<file path="src/tfm_pkg.sv">
// ****************************************
// Shared constants of the match timer
// ****************************************
package tfm_pkg;
   // Register byte addresses, one word each
   localparam logic [4:0] ADDR_CNT  = 5'h00;
   localparam logic [4:0] ADDR_CMP  = 5'h04;
   localparam logic [4:0] ADDR_CTRL = 5'h08;
   localparam logic [4:0] ADDR_CSR  = 5'h0c;
   localparam logic [4:0] ADDR_STAT = 5'h10;
   localparam logic [4:0] ADDR_MASK = 5'h14;
   // Control register fields
   localparam int CTRL_SPLIT = 0;
   localparam int CTRL_LVL_L = 1;
   localparam int CTRL_LVL_H = 2;
   localparam int CTRL_CKS_L = 4;
   localparam int CTRL_CKS_H = 6;
   // Control/status register fields
   localparam int CSR_CLR_H = 0;
   localparam int CSR_CLR_L = 1;
   // Status and mask bit positions
   localparam int ST_MATCH_H = 0;
   localparam int ST_MATCH_L = 1;
   localparam int ST_WRAP_H  = 2;
   localparam int ST_WRAP_L  = 3;
   // Reset values
   localparam logic [7:0] CNT_RST  = 8'h00;
   localparam logic [7:0] CMP_RST  = 8'hff;
   localparam logic [7:0] CTRL_RST = 8'h00;
   // Prescaler terminal counts
   localparam logic [4:0] DIV32_LAST = 5'h1f;
   localparam logic [3:0] DIV16_LAST = 4'hf;
   localparam logic [1:0] DIV4_LAST  = 2'h3;
   localparam logic [1:0] SUB4_LAST  = 2'h3;
   // Counter clock source per byte
   typedef enum logic [1:0] {
      CKS_DIV32 = 2'b00,
      CKS_DIV16 = 2'b01,
      CKS_DIV4  = 2'b10,
      CKS_SUB4  = 2'b11
   } tfm_cks_t;
   // Chip power modes
   typedef enum logic [2:0] {
      PWR_ACTIVE   = 3'b000,
      PWR_SLEEP    = 3'b001,
      PWR_WATCH    = 3'b010,
      PWR_SUBACT   = 3'b011,
      PWR_SUBSLEEP = 3'b100,
      PWR_STANDBY  = 3'b101
   } tfm_pwr_t;
endpackage : tfm_pkg

</file>
<file path="src/tfm_chan.sv">
`timescale 1ns/1ps
// ****************************************
// One counter byte with its compare byte
// ****************************************
module tfm_chan #(
   parameter int         W        = 8,
   parameter logic [7:0] CMP_INIT = tfm_pkg::CMP_RST
) (
   input  wire logic         clk_in,
   input  wire logic         srst_in,
   input  wire logic         tick_in,
   input  wire logic         mtick_in,
   input  wire logic         mqual_in,
   input  wire logic         clr_in,
   input  wire logic         cnt_wr_in,
   input  wire logic [W-1:0] cnt_wdata_in,
   input  wire logic         cmp_wr_in,
   input  wire logic [W-1:0] cmp_wdata_in,
   output logic      [W-1:0] cnt_out,
   output logic      [W-1:0] cmp_out,
   output logic              hit_out,
   output logic              match_out,
   output logic              wrap_out
);
   // All state of the byte
   typedef struct packed {
      logic [W-1:0] cnt;   // Counter byte
      logic [W-1:0] cmp;   // Compare byte
   } tfm_chan_st_t;

   tfm_chan_st_t st_q;     // Registered state
   tfm_chan_st_t st_d;     // Next state

   // A compare write replaces the old equality test
   assign hit_out   = cmp_wr_in ? (cmp_wdata_in == st_q.cnt)
                                : (st_q.cmp == st_q.cnt);
   // Match only on the counter clock, leaving the equal value
   assign match_out = mtick_in && mqual_in && hit_out;
   // Software write or clear kills the overflow
   assign wrap_out  = tick_in && (&st_q.cnt) && !clr_in
                      && !cnt_wr_in;
   assign cnt_out   = st_q.cnt;
   assign cmp_out   = st_q.cmp;

   // Next state
   always_comb
   begin
      st_d = st_q;
      if (cnt_wr_in)
         st_d.cnt = cnt_wdata_in;
      else if (clr_in)
         st_d.cnt = '0;
      else if (tick_in)
         st_d.cnt = st_q.cnt + W'(1);
      if (cmp_wr_in)
         st_d.cmp = cmp_wdata_in;
   end

   // State register
   always_ff @(posedge clk_in)
   begin
      if (srst_in)
      begin
         st_q.cnt <= W'(tfm_pkg::CNT_RST);
         st_q.cmp <= W'(CMP_INIT);
      end
      else
         st_q <= st_d;
   end

   // ****************************************
   // Checks
   // ****************************************
   a_wrap_to_zero : assert property (@(posedge clk_in) disable iff (srst_in)
      wrap_out |=> (st_q.cnt == '0))
      else $error("Overflow did not leave zero");
   a_match_on_tick : assert property (@(posedge clk_in) disable iff (srst_in)
      match_out |-> mtick_in)
      else $error("Match without counter clock");
   a_clear_zero : assert property (@(posedge clk_in) disable iff (srst_in)
      (clr_in && !cnt_wr_in) |=> (st_q.cnt == '0))
      else $error("Clear did not zero counter");
   a_count_hold : assert property (@(posedge clk_in) disable iff (srst_in)
      (!tick_in && !clr_in && !cnt_wr_in) |=> $stable(st_q.cnt))
      else $error("Counter moved without clock");
endmodule : tfm_chan

</file>
<file path="src/tfm_top.sv">
// The implementer's own choices: the Avalon-MM interface to the registers and the placing of the registers.
`timescale 1ns/1ps
// Function
// - 16-bit wrap all-ones to zero sets overflow
// - Match signal when counter leaves equal value
// - First equality waits for next counter clock
// - Registers reset; hold in low modes; standby halts
// - Watch, subactive and subsleep count only on subclock/4
// - Subclock/4 resynchronised to system clock
// - Upper toggle flips on full 16-bit match
// - Control write beats match on toggle output
// - Compare write cancels match unless equal
// - Match needs running byte clock
// - 16-bit: upper flag full, lower flag byte
// - 16-bit: both overflow flags set
// - Counter write suppresses coinciding overflow
// - Split mode: each toggle on own match
// - Select bit: 0 16-bit, 1 two bytes
// - Toggle starts at level bit, then inverts
// - Clear enable zeroes counter on match
module tfm_top (
   input  wire logic        clk_in,
   input  wire logic        srst_in,
   input  wire logic [4:0]  avs_address_in,
   input  wire logic        avs_read_in,
   input  wire logic        avs_write_in,
   input  wire logic [31:0] avs_writedata_in,
   input  wire logic [3:0]  avs_byteenable_in,
   output logic      [31:0] avs_readdata_out,
   output logic             avs_waitrequest_out,
   input  wire logic        sub_clk_in,
   input  wire logic [2:0]  power_mode_in,
   input  wire logic        module_standby_in,
   output logic             toggle_out_upper_out,
   output logic             toggle_out_lower_out,
   output logic             irq_out
);
   // ****************************************
   // State
   // ****************************************
   typedef struct packed {
      logic [4:0]  div;     // System clock prescaler
      logic        s1;      // Subclock sync stage 1
      logic        s2;      // Subclock sync stage 2
      logic        s3;      // Edge detect history
      logic [1:0]  sdiv;    // Subclock divide by 4
      logic [7:0]  ctrl;    // Timer control register
      logic [1:0]  csr;     // Match clear enables
      logic [3:0]  stat;    // Sticky event flags
      logic [3:0]  mask;    // Interrupt mask
      logic        tog_h;   // Upper toggle pin
      logic        tog_l;   // Lower toggle pin
      logic        irq;     // Interrupt level
      logic        wait_r;  // Bus wait request
      logic [31:0] rdata;   // Bus read data
   } tfm_top_st_t;

   tfm_top_st_t st_q;       // Registered state
   tfm_top_st_t st_d;       // Next state

   // ****************************************
   // Power mode decode
   // ****************************************
   tfm_pkg::tfm_pwr_t pwr;  // Current chip mode
   logic sys_run;           // System clock sources alive
   logic sub_run;           // Subclock source alive
   logic reg_run;           // Registers accept writes

   assign pwr     = tfm_pkg::tfm_pwr_t'(power_mode_in);
   // Prescaled system clocks only exist while the CPU clock runs
   assign sys_run = (pwr == tfm_pkg::PWR_ACTIVE)
                    || (pwr == tfm_pkg::PWR_SLEEP);
   // Standby and module standby stop every source
   assign sub_run = !module_standby_in
                    && ((pwr == tfm_pkg::PWR_ACTIVE)
                    || (pwr == tfm_pkg::PWR_SLEEP)
                    || (pwr == tfm_pkg::PWR_WATCH)
                    || (pwr == tfm_pkg::PWR_SUBACT)
                    || (pwr == tfm_pkg::PWR_SUBSLEEP));
   // Registers function in active and subactive only
   assign reg_run = !module_standby_in
                    && ((pwr == tfm_pkg::PWR_ACTIVE)
                    || (pwr == tfm_pkg::PWR_SUBACT));

   // ****************************************
   // Counter clock sources
   // ****************************************
   logic       sub_edge;    // Rising subclock edge
   logic [3:0] tvec;        // Ticks indexed by source
   logic       tick_l;      // Lower byte clock
   logic       tick_h;      // Upper byte clock (split)
   logic       split;       // Two 8-bit counters

   // Edge is taken from the settled stages only
   assign sub_edge = st_q.s2 && !st_q.s3;
   assign tvec[tfm_pkg::CKS_DIV32] = sys_run && !module_standby_in
                                     && (st_q.div == tfm_pkg::DIV32_LAST);
   assign tvec[tfm_pkg::CKS_DIV16] = sys_run && !module_standby_in
                                     && (st_q.div[3:0] == tfm_pkg::DIV16_LAST);
   assign tvec[tfm_pkg::CKS_DIV4]  = sys_run && !module_standby_in
                                     && (st_q.div[1:0] == tfm_pkg::DIV4_LAST);
   // Only this source survives watch, subactive and subsleep
   assign tvec[tfm_pkg::CKS_SUB4]  = sub_run && sub_edge
                                     && (st_q.sdiv == tfm_pkg::SUB4_LAST);
   assign tick_l = tvec[st_q.ctrl[tfm_pkg::CTRL_CKS_L +: 2]];
   assign tick_h = tvec[st_q.ctrl[tfm_pkg::CTRL_CKS_H +: 2]];
   assign split  = st_q.ctrl[tfm_pkg::CTRL_SPLIT];

   // ****************************************
   // Bus decode
   // ****************************************
   logic take;              // Request completes this edge
   logic wr;                // Write takes effect
   logic cnt_wr_l;          // Lower counter byte write
   logic cnt_wr_h;          // Upper counter byte write
   logic cmp_wr_l;          // Lower compare byte write
   logic cmp_wr_h;          // Upper compare byte write
   logic ctrl_wr;           // Control register write
   logic csr_wr;            // Clear enable write
   logic stat_wr;           // Flag clear write
   logic mask_wr;           // Mask write

   // Effect lands on the edge where wait is seen low
   assign take     = (avs_read_in || avs_write_in) && !st_q.wait_r;
   // Writes in halted modes are dropped, registers hold
   assign wr       = take && avs_write_in && reg_run;
   assign cnt_wr_l = wr && (avs_address_in == tfm_pkg::ADDR_CNT)
                     && avs_byteenable_in[0];
   assign cnt_wr_h = wr && (avs_address_in == tfm_pkg::ADDR_CNT)
                     && avs_byteenable_in[1];
   assign cmp_wr_l = wr && (avs_address_in == tfm_pkg::ADDR_CMP)
                     && avs_byteenable_in[0];
   assign cmp_wr_h = wr && (avs_address_in == tfm_pkg::ADDR_CMP)
                     && avs_byteenable_in[1];
   assign ctrl_wr  = wr && (avs_address_in == tfm_pkg::ADDR_CTRL)
                     && avs_byteenable_in[0];
   assign csr_wr   = wr && (avs_address_in == tfm_pkg::ADDR_CSR)
                     && avs_byteenable_in[0];
   assign stat_wr  = wr && (avs_address_in == tfm_pkg::ADDR_STAT)
                     && avs_byteenable_in[0];
   assign mask_wr  = wr && (avs_address_in == tfm_pkg::ADDR_MASK)
                     && avs_byteenable_in[0];

   // ****************************************
   // Counter bytes
   // ****************************************
   logic [7:0] cnt_l;       // Lower counter byte
   logic [7:0] cnt_h;       // Upper counter byte
   logic [7:0] cmp_l;       // Lower compare byte
   logic [7:0] cmp_h;       // Upper compare byte
   logic       hit_l;       // Lower equality term
   logic       m_l;         // Lower match signal
   logic       m_h;         // Upper or 16-bit match
   logic       wrap_l;      // Lower overflow, also carry
   logic       wrap_h;      // Upper or 16-bit overflow
   logic       clr_l;       // Lower clear on match
   logic       clr_h;       // Upper clear on match
   logic       tk_h;        // Upper counting clock
   logic       mtk_h;       // Upper match clock
   logic       mq_h;        // Upper match qualifier

   // Joined mode: upper counts on lower carry
   assign tk_h  = split ? tick_h : wrap_l;
   // Joined mode: full match is judged on the lower clock
   assign mtk_h = split ? tick_h : tick_l;
   assign mq_h  = split || hit_l;
   // Joined mode clears all 16 bits on the full match
   assign clr_l = split ? (m_l && st_q.csr[tfm_pkg::CSR_CLR_L])
                        : (m_h && st_q.csr[tfm_pkg::CSR_CLR_H]);
   assign clr_h = m_h && st_q.csr[tfm_pkg::CSR_CLR_H];

   tfm_chan #(
      .W        (8),
      .CMP_INIT (tfm_pkg::CMP_RST)
   ) u_lower (
      .clk_in       (clk_in),
      .srst_in      (srst_in),
      .tick_in      (tick_l),
      .mtick_in     (tick_l),
      .mqual_in     (1'b1),
      .clr_in       (clr_l),
      .cnt_wr_in    (cnt_wr_l),
      .cnt_wdata_in (avs_writedata_in[7:0]),
      .cmp_wr_in    (cmp_wr_l),
      .cmp_wdata_in (avs_writedata_in[7:0]),
      .cnt_out      (cnt_l),
      .cmp_out      (cmp_l),
      .hit_out      (hit_l),
      .match_out    (m_l),
      .wrap_out     (wrap_l)
   );

   tfm_chan #(
      .W        (8),
      .CMP_INIT (tfm_pkg::CMP_RST)
   ) u_upper (
      .clk_in       (clk_in),
      .srst_in      (srst_in),
      .tick_in      (tk_h),
      .mtick_in     (mtk_h),
      .mqual_in     (mq_h),
      .clr_in       (clr_h),
      .cnt_wr_in    (cnt_wr_h),
      .cnt_wdata_in (avs_writedata_in[15:8]),
      .cmp_wr_in    (cmp_wr_h),
      .cmp_wdata_in (avs_writedata_in[15:8]),
      .cnt_out      (cnt_h),
      .cmp_out      (cmp_h),
      .hit_out      (),
      .match_out    (m_h),
      .wrap_out     (wrap_h)
   );

   // ****************************************
   // Next state
   // ****************************************
   logic [3:0] ev;          // Event pulses, status layout
   logic [3:0] w1c;         // Flags cleared by software

   assign ev[tfm_pkg::ST_MATCH_H] = m_h;
   assign ev[tfm_pkg::ST_MATCH_L] = m_l;
   assign ev[tfm_pkg::ST_WRAP_H]  = wrap_h;
   assign ev[tfm_pkg::ST_WRAP_L]  = wrap_l;
   assign w1c = stat_wr ? avs_writedata_in[3:0] : 4'h0;

   always_comb
   begin
      st_d        = st_q;
      // Free running prescaler and subclock path
      st_d.div    = st_q.div + 5'h01;
      st_d.s1     = sub_clk_in;
      st_d.s2     = st_q.s1;
      st_d.s3     = st_q.s2;
      if (sub_edge && sub_run)
         st_d.sdiv = st_q.sdiv + 2'h1;
      // Software owned configuration
      if (ctrl_wr)
         st_d.ctrl = avs_writedata_in[7:0];
      if (csr_wr)
         st_d.csr = avs_writedata_in[1:0];
      if (mask_wr)
         st_d.mask = avs_writedata_in[3:0];
      // A new event wins over a clear in the same cycle
      st_d.stat   = (st_q.stat & ~w1c) | ev;
      // Written level wins over a coinciding match
      if (ctrl_wr)
         st_d.tog_h = avs_writedata_in[tfm_pkg::CTRL_LVL_H];
      else if (m_h)
         st_d.tog_h = !st_q.tog_h;
      // Lower pin still toggles in joined mode, unused there
      if (ctrl_wr)
         st_d.tog_l = avs_writedata_in[tfm_pkg::CTRL_LVL_L];
      else if (m_l)
         st_d.tog_l = !st_q.tog_l;
      st_d.irq    = |(st_d.stat & st_d.mask);
      // One wait-low cycle per request
      st_d.wait_r = !((avs_read_in || avs_write_in) && st_q.wait_r);
      // Read data is formed one edge early to stand with wait low
      st_d.rdata  = 32'h0000_0000;
      if (avs_read_in && st_q.wait_r)
      begin
         case (avs_address_in)
            tfm_pkg::ADDR_CNT:  st_d.rdata = {16'h0000, cnt_h, cnt_l};
            tfm_pkg::ADDR_CMP:  st_d.rdata = {16'h0000, cmp_h, cmp_l};
            tfm_pkg::ADDR_CTRL: st_d.rdata = {24'h00_0000, st_q.ctrl};
            tfm_pkg::ADDR_CSR:  st_d.rdata = {30'h0000_0000, st_q.csr};
            tfm_pkg::ADDR_STAT: st_d.rdata = {28'h000_0000, st_q.stat};
            tfm_pkg::ADDR_MASK: st_d.rdata = {28'h000_0000, st_q.mask};
            default:            st_d.rdata = 32'h0000_0000;
         endcase
      end
   end

   // ****************************************
   // State register
   // ****************************************
   always_ff @(posedge clk_in)
   begin
      if (srst_in)
      begin
         st_q        <= '0;
         st_q.ctrl   <= tfm_pkg::CTRL_RST;
         st_q.wait_r <= 1'b1;
      end
      else
         st_q <= st_d;
   end

   assign avs_readdata_out     = st_q.rdata;
   assign avs_waitrequest_out  = st_q.wait_r;
   assign toggle_out_upper_out = st_q.tog_h;
   assign toggle_out_lower_out = st_q.tog_l;
   assign irq_out              = st_q.irq;

   // ****************************************
   // Checks
   // ****************************************
   a_carry_only_full : assert property (@(posedge clk_in) disable iff (srst_in)
      (!split && tk_h) |-> (cnt_l == 8'hff && tick_l))
      else $error("Upper byte counted without carry");
   a_wrap16_zero : assert property (@(posedge clk_in) disable iff (srst_in)
      (!split && wrap_h && !ctrl_wr) |=> ({cnt_h, cnt_l} == 16'h0000)
      && st_q.stat[tfm_pkg::ST_WRAP_H])
      else $error("16-bit wrap not flagged at zero");
   a_full_match : assert property (@(posedge clk_in) disable iff (srst_in)
      (!split && m_h && !ctrl_wr) |=> (st_q.tog_h != $past(st_q.tog_h)))
      else $error("Upper toggle missed full match");
   a_write_level : assert property (@(posedge clk_in) disable iff (srst_in)
      ctrl_wr |=> (st_q.tog_l == st_q.ctrl[tfm_pkg::CTRL_LVL_L])
      && (st_q.tog_h == st_q.ctrl[tfm_pkg::CTRL_LVL_H]))
      else $error("Toggle pin not at written level");
   a_low_power_src : assert property (@(posedge clk_in) disable iff (srst_in)
      (pwr == tfm_pkg::PWR_WATCH
      && st_q.ctrl[tfm_pkg::CTRL_CKS_L +: 2] != tfm_pkg::CKS_SUB4) |-> !tick_l)
      else $error("Counter ran on system source in watch");
   a_standby_halt : assert property (@(posedge clk_in) disable iff (srst_in)
      (pwr == tfm_pkg::PWR_STANDBY || module_standby_in) |-> (tvec == 4'h0))
      else $error("Counter clock alive in standby");
   a_flag_sticky : assert property (@(posedge clk_in) disable iff (srst_in)
      (st_q.stat[tfm_pkg::ST_MATCH_L] && !w1c[tfm_pkg::ST_MATCH_L])
      |=> st_q.stat[tfm_pkg::ST_MATCH_L])
      else $error("Match flag lost without clear");
   a_cmp_cancel : assert property (@(posedge clk_in) disable iff (srst_in)
      (cmp_wr_l && (avs_writedata_in[7:0] != cnt_l)) |-> !m_l)
      else $error("Compare write did not cancel match");
   a_wait_single : assert property (@(posedge clk_in) disable iff (srst_in)
      !st_q.wait_r |=> st_q.wait_r)
      else $error("Wait low for two cycles");
   // The lower split channel toggles on its own match; a control write
   // in the same cycle takes the pin instead, so it is excluded here
   a_split_own_match : assert property (@(posedge clk_in) disable iff (srst_in)
      (split && m_l && !ctrl_wr) |=> (st_q.tog_l != $past(st_q.tog_l)))
      else $error("Lower toggle missed own match");
   a_lower_flag16 : assert property (@(posedge clk_in) disable iff (srst_in)
      (!split && m_l) |=> st_q.stat[tfm_pkg::ST_MATCH_L])
      else $error("Lower match flag not set");
   a_write_no_wrap : assert property (@(posedge clk_in) disable iff (srst_in)
      (cnt_wr_l && !st_q.stat[tfm_pkg::ST_WRAP_L]) |=> !st_q.stat[tfm_pkg::ST_WRAP_L])
      else $error("Overflow flagged on counter write");
   a_hold_low_power : assert property (@(posedge clk_in) disable iff (srst_in)
      !reg_run |=> ($stable(st_q.ctrl) && $stable(st_q.csr) && $stable(cmp_l)
      && $stable(cmp_h)))
      else $error("Register changed while held");
   a_full_on_tick : assert property (@(posedge clk_in) disable iff (srst_in)
      (!split && m_h && !cmp_wr_l) |-> (tick_l && (cnt_l == cmp_l)))
      else $error("Full match off the lower clock");
endmodule : tfm_top
</file>
<file path="config.mk">
export PLATFORM = sky130hd
export DESIGN_NAME = tfm_top
export DESIGN_NICKNAME = d
export VERILOG_FILES = /design/src/tfm_pkg.sv /design/src/tfm_chan.sv /design/src/tfm_top.sv
export SDC_FILE = /design/constraint.sdc
export NUM_CORES = 1
export LEC_CHECK = 0
export BUFFER_PORTS_ARGS = -buffer_cell sky130_fd_sc_hd__buf_2
export CAP_MARGIN = 20
export CORE_MARGIN = 4
export CORE_UTILIZATION = 43
export DETAILED_ROUTE_END_ITERATION = 16
export HOLD_SLACK_MARGIN = 0.1
export PLACE_DENSITY = 0.73
export SLEW_MARGIN = 30
export SYNTH_ARGS = -nofsm -noshare
export SYNTH_HDL_FRONTEND = slang
export SYNTH_SLANG_ARGS = --single-unit
</file>
<file path="constraint.sdc">
create_clock -name clk_in -period 3.5 [get_ports clk_in]
set_input_delay 0.525 -clock clk_in [delete_from_list [all_inputs] [get_ports clk_in]]
set_output_delay 0.525 -clock clk_in [all_outputs]
set_load 0.02 [all_outputs]
</file>
==> flow_metrics.tcl <==
set metrics [dict create \
    synthXorXnorAreaFrac 0.0597 \
    synth_area_um2 4400 \
    grt_pass1_wl_mm 19.0 \
    setup_ws_ps 263 \
    clock-sinks 80 \
    vdd_drop_max_mv 0.232 \
    final_area_um2 5010 \
    antenna_found_initial 0 \
    dpl.cell_count 708 \
    slew_violations 0 \
    synth_compound_area_frac 0.197 \
    cts_made_buffers 9 \
    finalSetupViolations 0 \
    yosysSeqAreaShare 0.364 \
    tightest_slew_ps 697 \
    dp_hpwl_mm 8.73 \
    synth_mux_area_frac 0.0347 \
    final_common_cell "dfxtp_1" \
    grt_pass1_vias 3862 \
    initial_core_util 0.446 \
    nets 641 \
    power.leakage_nw 1.95 \
    numPortBuffers 51 \
    drt_iter0_markers 370 \
    die_x_um 109 \
    routed_via_density 5.60 \
    cp_slowest_stage_delay_ps 710 \
    clock_latency_ps 360 \
    hold_violations 0 \
    synth_edf_count 0 \
    multiInputGateArea_um2 2440 \
    synth_fa_ha_area_frac 0.0142 \
    crit_fanout 6 \
    cts_resized 0 \
    arrival_ps 3530 \
    critPathLaunchType "primary input" \
    slew_headroom 0.534 \
    synth_cell_type_count 64 \
    clock-root-buffer "clkbuf_8" \
    drtPass1Iterations 5 \
    layoutNonFillerInstCount 724 \
    critPathRequiredTime_ps 3790 \
    ctsHoldBuffers 0 \
    yosys-top-cells-area "dfxtp_1, nand2_1, buf_4" \
    power_density_nw_per_um2 369 \
    mostFrequentLayoutCells "dfxtp_1, nand2_1, nor2_1, buf_2, buf_4" \
    synthSimpleGateAreaFrac 0.236 \
    grtUsageTotal 0.203 \
    fmax_mhz 309 \
    ys_seq_elements 80 \
    hp-class "in -> reg" \
    slowest_stage "or4_1" \
    worst_clock_skew_ps 9.13 \
    fillers 923 \
    place_ws_ps -75.9 \
    htreeDepth 3 \
    period_share 0.925 \
    postCtsSetupBuffers 0 \
    postRouteAntennaNets 0 \
    antenna_cells 0 \
    routed_wl_mm 11.6 \
    core_um2 9860 \
    vias 4051 \
    synth_top_family_by_area "simple AND/OR/NAND/NOR gates" \
    synth_top_area_share 0.364 \
    crit_family "simple AND/OR/NAND/NOR gates" \
    gp_congestion 0.873 \
    cts_tree "done" \
    row_count 36 \
    postSynth.asyncResetShare 0 \
    yosys_most_used_dff "dfxtp_1" \
    crit_buf_inv 3 \
    grt.overflow.total 0 \
    dieHeight_um 109 \
    tns_ps 0 \
    crit_path_end_kind "flip-flop" \
    dieArea_um2 11900 \
    holdWs_ps 369 \
    power.total_mw 1.85 \
    rsz0062_at_grt "no" \
    seq_area_um2 1600 \
    io_pins 86 \
    drc_errors 0 \
    avgSynthCellArea_um2 8.21 \
    synthToLayoutAreaGrowth_pct 13.9 \
    crit_type "in -> reg" \
    clockBufferDepth 2 \
    drive_above_1_share 0.193 \
    synth_top_area_cell "dfxtp_1" \
    routedWlPerCell_um 16.0 \
    run_status "completed" \
    postSynthCellCount 536 \
    clk_pin_slew_ps 80 \
    placed_area_um2 4780 \
    crit_path_cell_trace "buf_2 -> or4_1 -> or4_1 -> nor4b_1 -> buf_4 -> o2111ai_1 -> buf_4 -> o211ai_2 -> nand3_1 -> o2bb2ai_1" \
    cap_viol_max_count 0 \
    utilization 0.508 \
    grt_max_degree 28 \
    yosys_warnings 0 \
    min_period_ps 3240 \
]
power by group:
group          leakage, nW  internal [mW]  total (mW)  switching [mW]
Combinational         1.19         0.0412       0.121          0.0800
Sequential           0.646          0.915       0.919         0.00387
Clock                0.116          0.471       0.809           0.338
state kept, by name, summed over array words and instances (netlist names):
name	cells
st_q	25
avs_readdata_out	16
u_lower.cmp_out	8
u_lower.cnt_out	8
u_upper.cmp_out	8
u_upper.cnt_out	8
st_d	2
avs_waitrequest_out	1
irq_out	1
split	1
toggle_out_lower_out	1
toggle_out_upper_out	1
worst paths after layout:
check / end / from / slack [ps] / cells past startpoint
worst max-delay path: u_upper.cnt_out[3] / avs_address_in[3] / 260 / 10
worst min-delay path: avs_waitrequest_out / avs_read_in / 370 / 2
worst max register to register: u_upper.cnt_out[3] / avs_waitrequest_out / 310 / 9
worst min register to register: st_d[56] / st_d[57] / 450 / 1
logic make-up after synthesis:
family	after synthesis
adders and majority gates	5
and+or+nand+nor	213
muxes	15
buffers and inverters	77
AOI/OAI and AO/OA	115
DFF	80
other	1
xor gates and xnor gates	30
layout make-up:
class / count / share of cell area
Multi-Input combinational cell: 394 / 0.488
Inverter: 17 / 0.0127
Timing Repair Buffer: 84 / 0.100
Tap cell: 133 / 0.0332
Sequential cell: 80 / 0.319
Clock inverter: 6 / 0.0215
Clock buffer: 10 / 0.0254
routing by layer:
metal  track usage  part of all wire
met5             0                 0
met1         0.271              0.43
met4        0.0908             0.027
met2         0.323              0.46
met3        0.0320             0.076
cells in the mapped netlist (3+ instances only):
master	n
or2_2	3
o21a_1	4
mux2i_1	13
and2_1	3
and3_1	7
a211oi_1	8
o22ai_1	3
o21ai_0	12
nand4_1	4
or4_1	4
a22oi_1	12
xnor2_1	21
o211ai_1	6
o221ai_1	3
nor3_1	4
a22o_1	3
inv_1	16
ha_1	5
a21o_1	3
nor2_1	51
a21boi_0	3
clkbuf_1	24
a211o_1	3
a221oi_1	7
o2bb2ai_1	3
nor4b_1	3
a21oi_1	26
buf_4	32
nand2_1	75
dfxtp_1	80
nor4_1	5
xor2_1	9
a222oi_1	4
nor2b_1	8
nand3_1	28
buf_2	3
or4b_1	4
Power figures use the tool's default switching activity.
